## src/shared/misc_op_pkg.sv

```systemverilog
// constants, operation codes and carriers for the misc instruction unit
// assumes a single core clock and a sequencer that issues one op at a time
// Overview of operation
// - program_memory_load copies byte at Z into destination, then Z+1; 3 cycles
// - push writes src_reg onto the stack; no flags; 2 cycles
// - pop loads destination from top of stack; no flags; 2 cycles
// - sleep takes one cycle, no flags, starts the configured sleep mode
// - watchdog_restart_op takes one cycle, no flags, restarts watchdog count
// - break is acted on by the debug logic only; no flags
package misc_op_pkg;

    localparam int unsigned DATA_W      = 8;
    localparam int unsigned ADDR_W      = 16;
    localparam int unsigned REG_IDX_W   = 5;
    localparam int unsigned CYC_PMEM_LD = 3;
    localparam int unsigned CYC_PUSH    = 2;
    localparam int unsigned CYC_POP     = 2;
    localparam int unsigned CYC_CTRL    = 1;
    localparam int unsigned CNT_W       = 2;
    localparam logic [ADDR_W-1:0] SP_RESET = 16'h04ff;

    typedef enum logic [2:0] {
        OP_NONE,
        OP_PMEM_LOAD,
        OP_PUSH,
        OP_POP,
        OP_SLEEP,
        OP_WDOG_RESTART,
        OP_BREAK
    } misc_op_e;

    typedef struct packed {
        misc_op_e              op;
        logic [REG_IDX_W-1:0]  reg_idx;
        logic [DATA_W-1:0]     src_reg;
    } misc_cmd_s;

    typedef struct packed {
        logic                  we;
        logic [REG_IDX_W-1:0]  idx;
        logic [DATA_W-1:0]     data;
    } reg_wr_s;

endpackage

```

## src/hdl/misc_op_unit.sv

```systemverilog
// executor for program memory load, push, pop, sleep, watchdog restart, break
// assumes program memory data arrives the cycle after its read strobe
// and stack memory data stands within the strobe cycle, both on clk_in
`timescale 1ns/1ps
`default_nettype none
module misc_op_unit
    import misc_op_pkg::*;
(
    // clock and reset
    input  wire logic              clk_in,
    input  wire logic              rst_in,
    // command from the sequencer
    input  wire logic              cmd_valid_in,
    input  var  misc_cmd_s         cmd_in,
    output logic                   cmd_ready_out,
    output logic                   done_out,
    // z pointer
    input  wire logic [ADDR_W-1:0] z_ptr_in,
    output logic                   z_we_out,
    output logic [ADDR_W-1:0]      z_ptr_out,
    // program memory
    output logic                   pmem_rd_out,
    output logic [ADDR_W-1:0]      pmem_addr_out,
    input  wire logic [DATA_W-1:0] pmem_data_in,
    // data memory for the stack
    output logic                   dmem_rd_out,
    output logic                   dmem_wr_out,
    output logic [ADDR_W-1:0]      dmem_addr_out,
    output logic [DATA_W-1:0]      dmem_wdata_out,
    input  wire logic [DATA_W-1:0] dmem_rdata_in,
    // register file write port
    output reg_wr_s                reg_wr_out,
    // stack pointer view
    output logic [ADDR_W-1:0]      sp_out,
    // control side effects
    output logic                   sleep_req_out,
    output logic                   wdog_restart_out,
    input  wire logic              debug_enable_in,
    output logic                   debug_break_out
);

    typedef enum logic [1:0] {ST_IDLE, ST_WAIT, ST_LAST} exec_e;

    exec_e                exec_reg;
    misc_op_e             op_reg;
    logic [REG_IDX_W-1:0] idx_reg;
    logic [CNT_W-1:0]     cnt_reg;
    logic [ADDR_W-1:0]    sp_reg;
    logic                 take;

    function automatic logic [CNT_W-1:0] cycles_of(input misc_op_e op);
        case (op)
            OP_PMEM_LOAD: cycles_of = CNT_W'(CYC_PMEM_LD);
            OP_PUSH:      cycles_of = CNT_W'(CYC_PUSH);
            OP_POP:       cycles_of = CNT_W'(CYC_POP);
            default:      cycles_of = CNT_W'(CYC_CTRL);
        endcase
    endfunction

    assign take          = cmd_valid_in && exec_reg == ST_IDLE;
    assign cmd_ready_out = exec_reg == ST_IDLE;
    assign sp_out        = sp_reg;

    // sequencing: multi-cycle ops count down their cycles
    always_ff @(posedge clk_in or posedge rst_in) begin
        if (rst_in) begin
            exec_reg <= ST_IDLE;
            op_reg   <= OP_NONE;
            idx_reg  <= '0;
            cnt_reg  <= '0;
        end else begin
            case (exec_reg)
                ST_IDLE: begin
                    if (take && cycles_of(cmd_in.op) > CNT_W'(1)) begin
                        op_reg   <= cmd_in.op;
                        idx_reg  <= cmd_in.reg_idx;
                        cnt_reg  <= cycles_of(cmd_in.op) - CNT_W'(1);
                        exec_reg <= (cycles_of(cmd_in.op) == CNT_W'(2))
                                    ? ST_LAST : ST_WAIT;
                    end
                end
                ST_WAIT: begin
                    cnt_reg  <= cnt_reg - CNT_W'(1);
                    exec_reg <= (cnt_reg == CNT_W'(2)) ? ST_LAST : ST_WAIT;
                end
                default: begin
                    exec_reg <= ST_IDLE;
                    op_reg   <= OP_NONE;
                end
            endcase
        end
    end

    // memory strobes; cycle after issue for push/pop/load, no flags touched
    always_ff @(posedge clk_in or posedge rst_in) begin
        if (rst_in) begin
            pmem_rd_out    <= 1'b0;
            pmem_addr_out  <= '0;
            dmem_rd_out    <= 1'b0;
            dmem_wr_out    <= 1'b0;
            dmem_addr_out  <= '0;
            dmem_wdata_out <= '0;
        end else begin
            pmem_rd_out <= take && cmd_in.op == OP_PMEM_LOAD;
            dmem_wr_out <= take && cmd_in.op == OP_PUSH;
            dmem_rd_out <= take && cmd_in.op == OP_POP;
            if (take && cmd_in.op == OP_PMEM_LOAD) begin
                pmem_addr_out <= z_ptr_in;
            end
            if (take && cmd_in.op == OP_PUSH) begin
                dmem_addr_out  <= sp_reg;
                dmem_wdata_out <= cmd_in.src_reg;
            end else if (take && cmd_in.op == OP_POP) begin
                dmem_addr_out <= sp_reg + ADDR_W'(1);
            end
        end
    end

    // stack pointer: post-decrement on push, pre-increment on pop
    always_ff @(posedge clk_in or posedge rst_in) begin
        if (rst_in) begin
            sp_reg <= SP_RESET;
        end else if (take && cmd_in.op == OP_PUSH) begin
            sp_reg <= sp_reg - ADDR_W'(1);
        end else if (take && cmd_in.op == OP_POP) begin
            sp_reg <= sp_reg + ADDR_W'(1);
        end
    end

    // z post-increment after the load address is taken
    always_ff @(posedge clk_in or posedge rst_in) begin
        if (rst_in) begin
            z_we_out  <= 1'b0;
            z_ptr_out <= '0;
        end else begin
            z_we_out <= take && cmd_in.op == OP_PMEM_LOAD;
            if (take && cmd_in.op == OP_PMEM_LOAD) begin
                z_ptr_out <= z_ptr_in + ADDR_W'(1);
            end
        end
    end

    // register write-back in the final cycle
    always_ff @(posedge clk_in or posedge rst_in) begin
        if (rst_in) begin
            reg_wr_out <= '0;
        end else begin
            reg_wr_out.we <= 1'b0;
            if (exec_reg == ST_LAST && op_reg == OP_PMEM_LOAD) begin
                reg_wr_out.we   <= 1'b1;
                reg_wr_out.idx  <= idx_reg;
                reg_wr_out.data <= pmem_data_in;
            end else if (exec_reg == ST_LAST && op_reg == OP_POP) begin
                reg_wr_out.we   <= 1'b1;
                reg_wr_out.idx  <= idx_reg;
                reg_wr_out.data <= dmem_rdata_in;
            end
        end
    end

    // single-cycle control ops
    always_ff @(posedge clk_in or posedge rst_in) begin
        if (rst_in) begin
            sleep_req_out    <= 1'b0;
            wdog_restart_out <= 1'b0;
            debug_break_out  <= 1'b0;
        end else begin
            sleep_req_out    <= take && cmd_in.op == OP_SLEEP;
            wdog_restart_out <= take && cmd_in.op == OP_WDOG_RESTART;
            debug_break_out  <= take && cmd_in.op == OP_BREAK
                                && debug_enable_in;
        end
    end

    // completion: single-cycle ops at issue, others in final cycle
    assign done_out = (take && cycles_of(cmd_in.op) == CNT_W'(1))
                      || exec_reg == ST_LAST;

endmodule // misc_op_unit
`default_nettype wire

```

## config.mk

```make
export PLATFORM = sky130hd
export DESIGN_NAME = misc_op_unit
export DESIGN_NICKNAME = d
export VERILOG_FILES = /design/src/shared/misc_op_pkg.sv /design/src/hdl/misc_op_unit.sv
export SDC_FILE = /design/constraint.sdc
export NUM_CORES = 1
export LEC_CHECK = 0
export BUFFER_PORTS_ARGS = -buffer_cell sky130_fd_sc_hd__buf_2
export CORE_ASPECT_RATIO = 0.7
export CORE_UTILIZATION = 55
export DETAILED_ROUTE_END_ITERATION = 6
export PLACE_DENSITY_LB_ADDON = 0.3
export SYNTH_ARGS = -nofsm -noshare
export SYNTH_HDL_FRONTEND = slang
export SYNTH_SLANG_ARGS = --single-unit
```

## constraint.sdc

```tcl
create_clock -name clk_in -period 6.5 [get_ports clk_in]
set_input_delay 1.3 -clock clk_in [delete_from_list [all_inputs] [get_ports clk_in]]
set_output_delay 1.3 -clock clk_in [all_outputs]
set_load 0.01 [all_outputs]
```

# After elaboration in Yosys (flattened, before gate mapping)
# Cells that the tools add are included.
# Widths: inputs -> output; s select.
[word_totals]
reg_bits = 104
latchBits = 0
ramBits = 0
romBits = 0
elab_cells = 77
n_memories = 0
[op_classes]
add_sub_neg = 5
mul = 0
div = 0
n_lt_le_gt_ge = 1
n_eq_ne = 14
shifts = 0
mux = 17
bitwise_logic = 1
n_reduce_logical = 21
[op_table]
columns = ["cell", "n"]
rows = [
  ["$mux 16", 3],
  ["$add 16x1->16 const B", 2],
  ["$mux 14", 2],
  ["$sub 16x1->16 const B", 1],
  ["$mux 2", 7],
  ["$logic_and 1x1->1", 12],
  ["$pmux 2 s2", 3],
  ["$eq 3x2->1 const B", 3],
  ["$eq 3x3->1 const B", 3],
  ["$eq 2x2->1 const B", 3],
  ["$eq 3x1->1 const B", 2],
  ["$pmux 3 s2", 1],
  ["$reduce_and 2->1", 3],
  ["$reduce_bool 2->1", 3],
  ["$eq 2x1->1 const B", 2],
  ["$sub 2x1->2 const B", 2],
  ["$mux 3", 1],
  ["$gt 2x1->1 const B", 1],
  ["$logic_not 2->1", 1],
  ["$ne 2x1->1 const B", 1],
  ["$reduce_or 2->1", 1],
  ["$logic_or 1x1->1", 1],
  ["$not 1->1", 1],
]

# Longest topological paths before layout
# Gate-level depths: netlist of run 1.
[depth]
word_depth = 12
mapped_depth = 8
mapped_depth_nobuf = 6

# Worst setup path after synthesis of run 1
# Ideal clock, no wire load.
[synth_timing]
path_kind = "input-to-output"
from = "in cmd_in[13] (netlist bit)"
to = "out done_out"
t_arrival_ns = 1.818
t_required_ns = 5.200
slack_ns = 3.382
cell_stages = 4
path_buffers = 1
path_cell_list = "buf_2 -> o21bai_1 -> a21oi_1 -> nor2_1"
[synth_via]
elab_chain_len = 6
[synth_lines]
columns = ["element", "line_no", "source"]
rows = [
  ["from (decl)", "misc_op_unit.sv:14", "input var misc_cmd_s cmd_in,"],
  ["$eq 3x2->1", "misc_op_unit.sv:52", "case (op)"],
  ["$reduce_or 2->1 (no source line)", "-", ""],
  ["$pmux 2 s2 *", "misc_op_unit.sv:52", ""],
  ["$eq 2x1->1 *", "misc_op_unit.sv:176", "assign done_out = (take && cycles_of(cmd_in.op) == CNT_W'(1))"],
  ["$logic_and 1x1->1 *", "misc_op_unit.sv:176", ""],
  ["$logic_or 1x1->1 *", "misc_op_unit.sv:177", "|| exec_reg == ST_LAST;"],
  ["to (decl)", "misc_op_unit.sv:16", "output logic done_out,"],
]
# Mark *: on every way between the ends. The rest lies on a longest branch, timed or not.

# Worst setup path in the final report of run 1
# Same ends and word-level chain as after synthesis.

==> results of run 1 <==
per-stage QoR:
stage	total power (uW)	hold slack, ns	instances	utilization	cell area (um^2)
finish	2663	0.4706	751	0.7005	5963
global route	2843	0.4855	751	0.7005	5963
CTS	2683	0.4772	751	0.7005	5963
detailed placement	2074	0.4575	735	0.6609	5627
global placement	2030	0.4543	735	0.6609	5627
floorplan	1690	0.4601	494	-	4847
path summary, 6_finish.rpt:
check / startpoint / end / slack [ns] / depth (start not counted)
max in group asynchronous: rst_in / dmem_addr_out[12] / 4.33 / 3
min in group asynchronous: rst_in / reg_wr_out[13] / 1.01 / 2
hold reg to reg: pmem_addr_out[3] / pmem_addr_out[3] / 0.47 / 2
hold / removal: pmem_addr_out[3] / pmem_addr_out[3] / 0.47 / 2
setup / recovery: cmd_in[13] / done_out / 3.18 / 5
setup reg to reg: exec_reg[0] / idx_reg[2] / 4.14 / 6
cell families (layout without fill, tap and decap cells):
kind of cell               after synthesis  count (layout)  share of synthesized area
and+or+nand+nor                        212             212                     0.2024
DFF                                    104             104                     0.5392
AOI/OAI and AO/OA                       68              68                    0.07925
buffers and inverters                   43             180                    0.04208
xor gates and xnor gates                42              42                    0.07589
muxes                                   19              19                    0.04569
adders and majority gates                6               6                    0.01549
worst max-delay path, delay by kind of cell:
kind	cells	cell delay [ns]
AO/OA/AOI/OAI	2	0.26
buffers and inverters	2	0.40
AND/OR/NAND/NOR	1	0.05
routing by layer:
layer | vias up | wire [um] | global-route usage
met2 | 156 | 5097 | 0.3994
met4 | 0 | 79 | 0.06753
met1 | 1900 | 5117 | 0.3478
met3 | 8 | 831 | 0.06868
met5 | - | 0 | 0
li1 | 1934 | - | -
area by class of cell:
class                           instances  area, um^2
Fill cell                             691        2550
Clock inverter                          6       97.59
Inverter                               15       73.82
Sequential cell                       104        2614
Clock buffer                           10       239.0
Tap cell                              120       150.1
Timing Repair Buffer                  149       753.2
Multi-Input combinational cell        347        2036
Yosys cell counts, types with 4 or more instances:
cell	number
nor4_1	11
or4_1	4
and3_1	5
nand3_1	12
xor2_1	7
mux2_2	5
ha_1	6
a21oi_1	10
nand2b_1	5
xnor2_1	35
a32oi_1	6
mux2i_1	9
dfrtp_1	95
nand4_1	8
o21ai_0	45
buf_2	10
dfstp_2	9
inv_1	13
clkbuf_1	13
nand2_1	111
nor3_1	18
mux2_4	5
nor2_1	24
power by group through the flow:
stage	Sequential [uW]	Clock, uW	Combinational (uW)
2_1_floorplan	1210	0	482
3_3_place_gp	1160	0	868
3_5_place_dp	1180	0	898
4_1_cts	1170	610	903
5_1_grt	1210	631	1000
6_report	1170	596	893
==> key figures, run 1 <==
Global routing
  • Congestion Overflow GR: 0
  • GR Util All Layers: 0.2538
  • Vias in the first global route: ~3700
  • Initial antenna violation count: 0
  • First-pass GRT wire length: approximately 18 mm
  • Largest net degree at the start of global routing: 60

Power and ir drop
  • Pint: around 1700 uW
  • Sw Pwr: around 970 uW
  • Sw frac: 0.3633
  • Gate power share: 0.335
  • Clock power share: 0.224
  • Leakage: approximately 0.003 uW
  • Peak VDD IR: 0.0002982 V
  • PwrDens: 446.5 nW/um^2
  • Sequential power share: 0.441

Drt
  • DRC errors left: 0
  • Avg Vias per Cell: ~5.3
  • Routed Wire Length: ~11 mm
  • DR iter-0 viols: ~340
  • Wire per inst: roughly 15 um
  • First-pass iteration count of the detailed router: 6
  • Antenna Nets Post-Route: 0
  • Via count: approximately 4000

Timing
  • Fin crit period: between 3 and 4 ns
  • RSZ-0062 raised after global routing: false
  • Fin. Hold Viols: 0
  • Layout Skew: about 0.005 ns
  • Worst Max-Slew Pin Slew: around 1.1 ns
  • Slew headroom: 0.2403
  • Slew Limit Fails: 0
  • Setup violators final: 0
  • Setup TNS: 0 ns
  • Highest Clock Rate: 301.4 MHz
  • Final worst setup slack: between 3 and 4 ns
  • Fin crit share: 0.5104

Critical path
  • CP max FO: 15
  • Critical Path AT: between 2 and 2.5 ns
  • CP max-delay cell: buf_2
  • Req. time, crit path: 5.20 ns
  • Critical Path Source Type: input pin
  • CP dominant cell by count: buf_2
  • CP cell instances: buf_2 > o21bai_1 > a21oi_1 > nor2_1 > buf_2
  • Crit path kind: input pin to output port
  • Slowest stage delay, CP: 0.25 ns
  • Crit. End Element: output port

Run status
  • Status: completed

Yosys
  • Mapped Nets: between 500 and 600
  • Distinct cell type count after synthesis: 45
  • Area leader, netlist: dfrtp_1
  • Post-synthesis sequential area ratio: 0.5392
  • Synthesized area: between 4000 and 5000 um^2
  • Post-synth EDFFs: 0
  • Post-synth top flop: dfrtp_1
  • Mapped Cells: a little under 500
  • Top cells by area in the synthesized netlist: dfrtp_1 49%, nand2_1 8.6%, xnor2_1 6.3%, dfstp_2 4.9%, o21ai_0 4.6%
  • Average size of a mapped cell: 9.812 um^2
  • Ys Warns: 0
  • Ys async rst share: 1.000
  • Register bit total from synthesis: 104
  • Share of the synthesized area in the top cell type: 0.4904

Placement
  • Final RePlAce weighted congestion: between 0.8 and 0.9
  • Port buffer count: around 150
  • DP Worst Slack: about 3.2 ns
  • HPWL after detailed placement: 8.044 mm

Hold path
  • Worst Hold Class: flip-flop to flip-flop

Clock network
  • Clock latency at the later pin of the worst-skew pair: 0.34 ns
  • Worst-path clk slew: roughly 0.07 ns
  • Post-CTS Setup Bufs: 0
  • CTS buffer count: 9
  • TritonCTS clock tree: built
  • Post-CTS sizing: 0
  • CTS H-tree depth: 3
  • CTS Buffer Depth: 2
  • Root Buffer Master: clkbuf_16
  • Number of hold buffers added after CTS: 0
  • Clock sink count: approximately 100

Final layout
  • Area grow syn2layout: 23.03%
  • Final net count: a little under 700
  • Most common cell after layout, fill and taps aside: buf_2
  • Inserted Diodes: 0
  • Share of layout cells above drive strength 1: 0.3059
  • Commonest cells after routing, fill and taps aside: 146 x buf_2, 111 x nand2_1, 95 x dfrtp_1

Floorplan
  • Chip width: between 100 and 150 um
  • Initial Utilization: 0.5694
  • Die ar.: 9199 um^2
  • Die Y: 80.55 um
  • CORE AREA: about 8500 um^2
  • Top Ports: approximately 150
  • Row Count: 28

Flow run
  • Max Cap Violations: 0
(Power assumes the default switching activity.)
==> run 2, diff against run 1 <==
--- a/config.mk
+++ b/config.mk
@@ -5,9 +5,10 @@
 export SDC_FILE = /design/constraint.sdc
 export NUM_CORES = 1
 export LEC_CHECK = 0
+export ABC_AREA = 1
 export BUFFER_PORTS_ARGS = -buffer_cell sky130_fd_sc_hd__buf_2
 export CORE_ASPECT_RATIO = 0.7
-export CORE_UTILIZATION = 55
+export CORE_UTILIZATION = 47
 export DETAILED_ROUTE_END_ITERATION = 6
 export PLACE_DENSITY_LB_ADDON = 0.3
 export SYNTH_ARGS = -nofsm -noshare
==> constraint.sdc (replaced) <==
create_clock -name clk_in -period 2.9 [get_ports clk_in]
set_input_delay 0.58 -clock clk_in [delete_from_list [all_inputs] [get_ports clk_in]]
set_output_delay 0.58 -clock clk_in [all_outputs]
set_load 0.01 [all_outputs]
==> key figures, run 2 <==
Power and ir drop
  • Peak VDD IR: 0.0004420 V (+48%)
  • Leakage: 0.003388 uW (+15%)
  • PwrDens: 919.8 nW/um^2 (+110%)
  • Final Power: 5830 uW (+120%)

Placement
  • Placed cell area: 6057 um^2 (+7.6%)
  • Final RePlAce weighted congestion: 0.8625 (+0.49%)
  • HPWL after detailed placement: 9.871 mm (+23%)
  • Port buffer count: 146 (unchanged)

Drt
  • First-pass iteration count of the detailed router: 6 (unchanged)
  • Wire per inst: 13.86 um (-6.4%)
  • Avg Vias per Cell: 5.015 (-5.8%)
  • DRC errors left: 0 (unchanged)
  • Antenna Nets Post-Route: 0 (unchanged)
  • Via count: 4829 (+21%)
  • Routed Wire Length: 13.35 mm (+20%)
  • DR iter-0 viols: 464 (+36%)

Timing
  • Fin crit period: roughly 2.1 ns
  • Fin crit share: 0.7351
  • Fin. Hold Viols: 0 (unchanged)
  • Highest Clock Rate: approximately 470 MHz
  • Setup violators final: 0 (unchanged)
  • RSZ-0062 raised after global routing: false
  • Worst Max-Slew Pin Slew: 0.7515 ns (-0.3848 ns)
  • Slew headroom: 0.4980 (+0.2576)
  • Layout Skew: 0.008333 ns (+0.003224 ns)
  • Setup TNS: 0 ns (unchanged)
  • Final hold slack: 0.3534 ns (-0.1172 ns)
  • Slew Limit Fails: 0 (unchanged)

Floorplan
  • Row Count: 31 (+11%)
  • Top Ports: 147 (unchanged)
  • Initial Utilization: 0.4950 (-0.07439)
  • CORE AREA: 10590 um^2 (+24%)
  • Chip width: 128.2 um (+12%)
  • Die Y: 90.35 um (+12%)
  • Die ar.: 11580 um^2 (+26%)

Final layout
  • Final Core Density: 0.5986 (-0.1019)
  • Most common cell after layout, fill and taps aside: nand2_1
  • Inserted Diodes: 0 (unchanged)
  • Commonest cells after routing, fill and taps aside: 221 x nand2_1, 146 x buf_2, 95 x dfrtp_1
  • Area grow syn2layout: 20.94%
  • Fillers: 965 (+40%)
  • Share of layout cells above drive strength 1: 0.2417 (-0.06415)
  • Final net count: 868 (+27%)
  • Post-route cell area: 6339 um^2 (+6.3%)

Critical path
  • Worst reg-to-reg setup slack: 0.77 ns (-3.37 ns)
  • Critical path origin: exec_reg[0]
  • Critical Path Source Type: flip-flop
  • CP max-delay cell: dfrtp_1
  • Slowest stage delay, CP: 0.41 ns (+0.16 ns)
  • FF-to-FF End: dmem_addr_out[12]
  • CP cell instances: nor2_4 > nand2_4 > inv_2 > nand2_2 > inv_2 > buf_4 > nor2_1 > a31oi_1
  • CP max FO: 26 (+11)
  • Req. time, crit path: 3.15 ns (-2.05 ns)
  • Critical Path AT: 2.39 ns (+0.37 ns)
  • Bufs and invs on worst path: 3 (+1)
  • Crit path kind: flip-flop to flip-flop
  • Worst reg2reg startpoint: exec_reg[0]
  • Worst setup path end: dmem_addr_out[12]
  • Cell depth of the worst flop-to-flop path: 8 (+2)
  • CP dominant cell by count: inv_2
  • Crit. End Element: flip-flop
  • Top Family by Delay on Critical Path: buffers and inverters
  • Stages on worst setup path: 8 (+3)

Flow run
  • Max Cap Violations: 0 (unchanged)

Global routing
  • Initial antenna violation count: 0 (unchanged)
  • Vias in the first global route: 4570 (+24%)
  • Congestion Overflow GR: 0 (unchanged)
  • First-pass GRT wire length: 22.43 mm (+25%)
  • GR Util All Layers: 0.2443 (-0.009554)
  • Largest net degree at the start of global routing: 41 (-32%)

Clock network
  • Worst-path clk slew: 0.08 ns (about the same)
  • Clock latency at the later pin of the worst-skew pair: 0.35 ns (about the same)
  • Number of hold buffers added after CTS: 0 (unchanged)
  • TritonCTS clock tree: built
  • CTS Buffer Depth: 2 (unchanged)
  • CTS H-tree depth: 3 (unchanged)
  • Root Buffer Master: clkbuf_16
  • Post-CTS Setup Bufs: 0 (unchanged)
  • CTS buffer count: 9 (unchanged)
  • Post-CTS sizing: 0 (unchanged)
  • Clock sink count: 104 (unchanged)

Yosys
  • Post-synthesis sequential area ratio: 0.4987 (-0.04055)
  • Register bit total from synthesis: 104 (unchanged)
  • Mapped Cells: 678 (+37%)
  • Most frequent cell after synthesis: nand2_1
  • Top cells by area in the synthesized netlist: dfrtp_1 45%, nand2_1 16%, nor2_1 6.3%, nand3_1 5.2%, dfstp_2 4.5%
  • Average size of a mapped cell: 7.730 um^2 (-21%)
  • Mapped Nets: 736 (+33%)
  • Distinct cell type count after synthesis: 37 (-18%)
  • Synthesized area: 5241 um^2 (+8.1%)
  • Ys async rst share: 1.000 (unchanged)
  • Ys Warns: 0 (unchanged)
  • Area leader, netlist: dfrtp_1
  • Synth top cells by count: 221 x nand2_1, 95 x dfrtp_1, 88 x nor2_1
  • Post-synth EDFFs: 0 (unchanged)
  • Post-synth top flop: dfrtp_1
  • Share of the synthesized area in the top cell type: 0.4536 (-0.03688)

Run status
  • Status: completed

Hold path
  • Worst Hold Class: input pin to async pin
run 2: layer usage:
| layer | up-vias | track usage | wire (um) |
|---|---|---|---|
| met5 | - | 0 | 0 |
| met4 | 0 | 0.06667 | 140 |
| met3 | 19 | 0.05983 | 923 |
| met2 | 170 | 0.3689 | 5822 |
| met1 | 2206 | 0.3487 | 6464 |
| li1 | 2434 | - | - |
run 2: kinds of logic after synthesis:
family                     Yosys count  synth area share
buffers and inverters               89           0.07233
and+or+nand+nor                    393            0.3168
DFF                                104            0.4987
AOI/OAI and AO/OA                   79           0.08618
xor gates and xnor gates             7           0.01170
adders and majority gates            6           0.01432
run 2: where the power goes:
group          switching (uW)  internal [uW]
sequential                441           2090
clock                     563            595
combinational            1280            857
run 2: metrics by stage:
| stage | instances | setup slack [ns] |
|---|---|---|
| 4_1_cts | 963 | 0.7611 |
| 3_5_place_dp | 947 | 0.5650 |
| 6_report | 963 | 0.7683 |
| 2_1_floorplan | 678 | 1.082 |
| 3_3_place_gp | 947 | 0.7329 |
| 5_1_grt | 963 | 0.5220 |
run 2: worst register-to-register path, delay by kind of cell, from the launching register on:
family / cells / cell delay, ns
buffers and inverters: 3 / 0.84
and+or+nand+nor: 4 / 0.62
DFF: 1 / 0.41
AOI/OAI and AO/OA: 1 / 0.18
run 2: layout make-up:
cell class / instances / area [um^2] / share of cell area
tap: 148 / 185.2 / 0.02921
clock buffer: 10 / 229.0 / 0.03612
timing repair buffer: 152 / 788.3 / 0.1244
inverter: 58 / 221.5 / 0.03494
multi-input combinational: 485 / 2248 / 0.3547
clock inverter: 6 / 52.55 / 0.008291
sequential: 104 / 2614 / 0.4124
run 2: worst min-delay path by stage:
stage / startpoint / end / slack, ns / depth (start not counted)
floorplan: idx_reg[4] / idx_reg[4] / 0.45 / 2
detailed placement: pmem_addr_out[9] / pmem_addr_out[9] / 0.45 / 2
global placement: pmem_addr_out[9] / pmem_addr_out[9] / 0.45 / 2
CTS: rst_in / dmem_wdata_out[6] / 0.37 / 2
global route: rst_in / dmem_wdata_out[6] / 0.41 / 2
finish: rst_in / dmem_wdata_out[6] / 0.35 / 2
==> run 3, diff against run 2 <==
==> constraint.sdc (replaced) <==
create_clock -name clk_in -period 1.85 [get_ports clk_in]
set_input_delay 0.37 -clock clk_in [delete_from_list [all_inputs] [get_ports clk_in]]
set_output_delay 0.37 -clock clk_in [all_outputs]
set_load 0.01 [all_outputs]
==> key figures, run 3 (synthesis results as in run 2) <==
Timing
  • Highest Clock Rate: around 560 MHz
  • Slew Limit Fails: 0 (unchanged)
  • Layout Skew: 0.006240 ns (-0.002093 ns)
  • Setup TNS: 0 ns (unchanged)
  • Worst Max-Slew Pin Slew: 0.4429 ns (-0.3086 ns)
  • Setup violators final: 0 (unchanged)
  • Fin crit period: about 1.8 ns
  • Fin crit share: 0.9577
  • Slew headroom: 0.7020 (+0.2041)
  • Fin. Hold Viols: 0 (unchanged)
  • Final worst setup slack: 0.07818 ns (-0.6901 ns)

Final layout
  • Final net count: 883 (+1.7%)
  • Reg area: 2614 um^2 (unchanged)
  • Share of layout cells above drive strength 1: 0.2663 (+0.02455)
  • Area grow syn2layout: 24.56%
  • Fillers: 944 (-2.2%)
  • Most common cell after layout, fill and taps aside: nand2_1
  • Commonest cells after routing, fill and taps aside: 218 x nand2_1, 146 x buf_2, 95 x dfrtp_1
  • Post-route cell area: 6529 um^2 (+3.0%)
  • Multi-input logic area: 2273 um^2 (+1.1%)

Clock network
  • CTS buffer count: 9 (unchanged)
  • Worst-path clk slew: 0.07 ns (about the same)
  • Root Buffer Master: clkbuf_16
  • Clock sink count: 104 (unchanged)
  • CTS Buffer Depth: 2 (unchanged)
  • CTS H-tree depth: 3 (unchanged)
  • Clock latency at the later pin of the worst-skew pair: 0.34 ns (about the same)
  • TritonCTS clock tree: built

Critical path
  • Critical Path Source Type: flip-flop
  • Req. time, crit path: 1.48 ns (-1.67 ns)
  • Top Family by Delay on Critical Path: flip-flops
  • CP max FO: 8 (-69%)
  • Bufs and invs on worst path: 1 (-2)
  • CP cell instances: nor2_4 > nand2_4 > o21ai_1 > buf_2
  • CP max-delay cell: dfrtp_1
  • Crit. End Element: output port
  • Critical Path AT: 1.40 ns (-0.99 ns)
  • Slowest stage delay, CP: 0.43 ns (+0.02 ns)
  • Crit path kind: flip-flop to output port

Placement
  • Placed cell area: 6185 um^2 (+2.1%)
  • HPWL after detailed placement: 10.02 mm (+1.5%)
  • DP Worst Slack: 0.09516 ns (-0.4698 ns)
  • Final RePlAce weighted congestion: 0.9563 (+11%)
  • Port buffer count: 146 (unchanged)

Floorplan
  • Die Y: 90.35 um (unchanged)
  • Top Ports: 147 (unchanged)
  • Die ar.: 11580 um^2 (unchanged)
  • CORE AREA: 10590 um^2 (unchanged)
  • Row Count: 31 (unchanged)
  • Chip width: 128.2 um (unchanged)
  • Initial Utilization: 0.4950 (unchanged)

Power and ir drop
  • Sw frac: 0.3937 (+0.001176)
  • Sw Pwr: 3677 uW (+61%)
  • Sequential power share: 0.421 (-0.013)
  • PwrDens: 1431 nW/um^2 (+56%)
  • Peak VDD IR: 0.0007673 V (+74%)
  • Clock power share: 0.199 (about the same)
  • Pint: 5663 uW (+60%)
  • Gate power share: 0.380 (+0.013)
  • Leakage: 0.003479 uW (+2.7%)

Run status
  • Status: completed

Global routing
  • Largest net degree at the start of global routing: 57 (+39%)
  • First-pass GRT wire length: 22.44 mm (about the same)
  • Vias in the first global route: 4621 (+1.1%)
  • GR Util All Layers: 0.2431 (-0.001227)
  • Congestion Overflow GR: 0 (unchanged)
  • Initial antenna violation count: 1 (+1)

Drt
  • Antenna Nets Post-Route: 0 (unchanged)
  • DRC errors left: 0 (unchanged)
  • First-pass iteration count of the detailed router: 5 (-1)
  • DR iter-0 viols: 349 (-25%)
  • Wire per inst: 13.92 um (+0.38%)
  • Avg Vias per Cell: 5.074 (+1.2%)
  • Via count: 4967 (+2.9%)
  • Routed Wire Length: 13.62 mm (+2.1%)

Flow run
  • Max Cap Violations: 0 (unchanged)

Hold path
  • Worst Hold Class: input pin to flip-flop
==> run 3: path summary, 6_finish.rpt <==
kind / from / endpoint / slack (ns) / cells past startpoint
max: exec_reg[1] / done_out / 0.08 / 4
max reg2reg: sp_out[5] / sp_out[9] / 0.18 / 10
max in group asynchronous: rst_in / sp_out[7] / 0.79 / 4
min: cmd_in[0] / dmem_wdata_out[0] / 0.23 / 3
min in group asynchronous: rst_in / wdog_restart_out / 0.50 / 3
min reg2reg: pmem_addr_out[0] / pmem_addr_out[0] / 0.47 / 2
==> run 3: metal layers <==
layer,track usage,vias to the layer above,wire [um]
met5,0,-,0
met4,0.05588,0,122
met3,0.05391,9,831
met2,0.3851,169,6213
met1,0.3391,2323,6457
li1,-,2466,-
==> run 3: through the flow <==
step,hold slack [ns],util,total power [uW],cells
5_1_grt,0.2303,0.6166,10030,979
3_5_place_dp,0.2741,0.5841,7427,959
2_1_floorplan,0.4410,-,5964,678
3_3_place_gp,0.2790,0.5841,7270,959
6_report,0.2266,0.6166,9340,979
4_1_cts,0.2152,0.6125,9313,976
==> run 3: cell type report <==
class,count,area share
Antenna cell,1,0.0003833
Sequential cell,104,0.4003
Clock buffer,9,0.03450
Timing Repair Buffer,167,0.1441
Tap cell,148,0.02836
Multi-Input combinational cell,485,0.3482
Inverter,58,0.03392
Clock inverter,7,0.01016
==> run 3: what timing repair did <==
| item | in CTS | in global routing |
|---|---|---|
| resized for setup | 0 | 11 |
| hold endpoints to repair | 1 | 0 |
| setup buffers | 0 | 2 |
| hold buffers | 1 | 0 |
| endpoints found under the setup margin | 0 | 7 |
==> run 3: power groups by stage <==
| stage | combinational (uW) | clock [uW] | sequential, uW |
|---|---|---|---|
| 2_1_floorplan | 1790 | 0 | 4180 |
| 3_3_place_gp | 3380 | 0 | 3890 |
| 3_5_place_dp | 3480 | 0 | 3950 |
| 4_1_cts | 3500 | 1900 | 3910 |
| 5_1_grt | 4000 | 1980 | 4060 |
| 6_report | 3550 | 1860 | 3930 |
==> run 3: worst min-delay path: stages <==
cell and delay [ns]:
buf_2 0.08, nand2_1 0.04, nand2_1 0.04
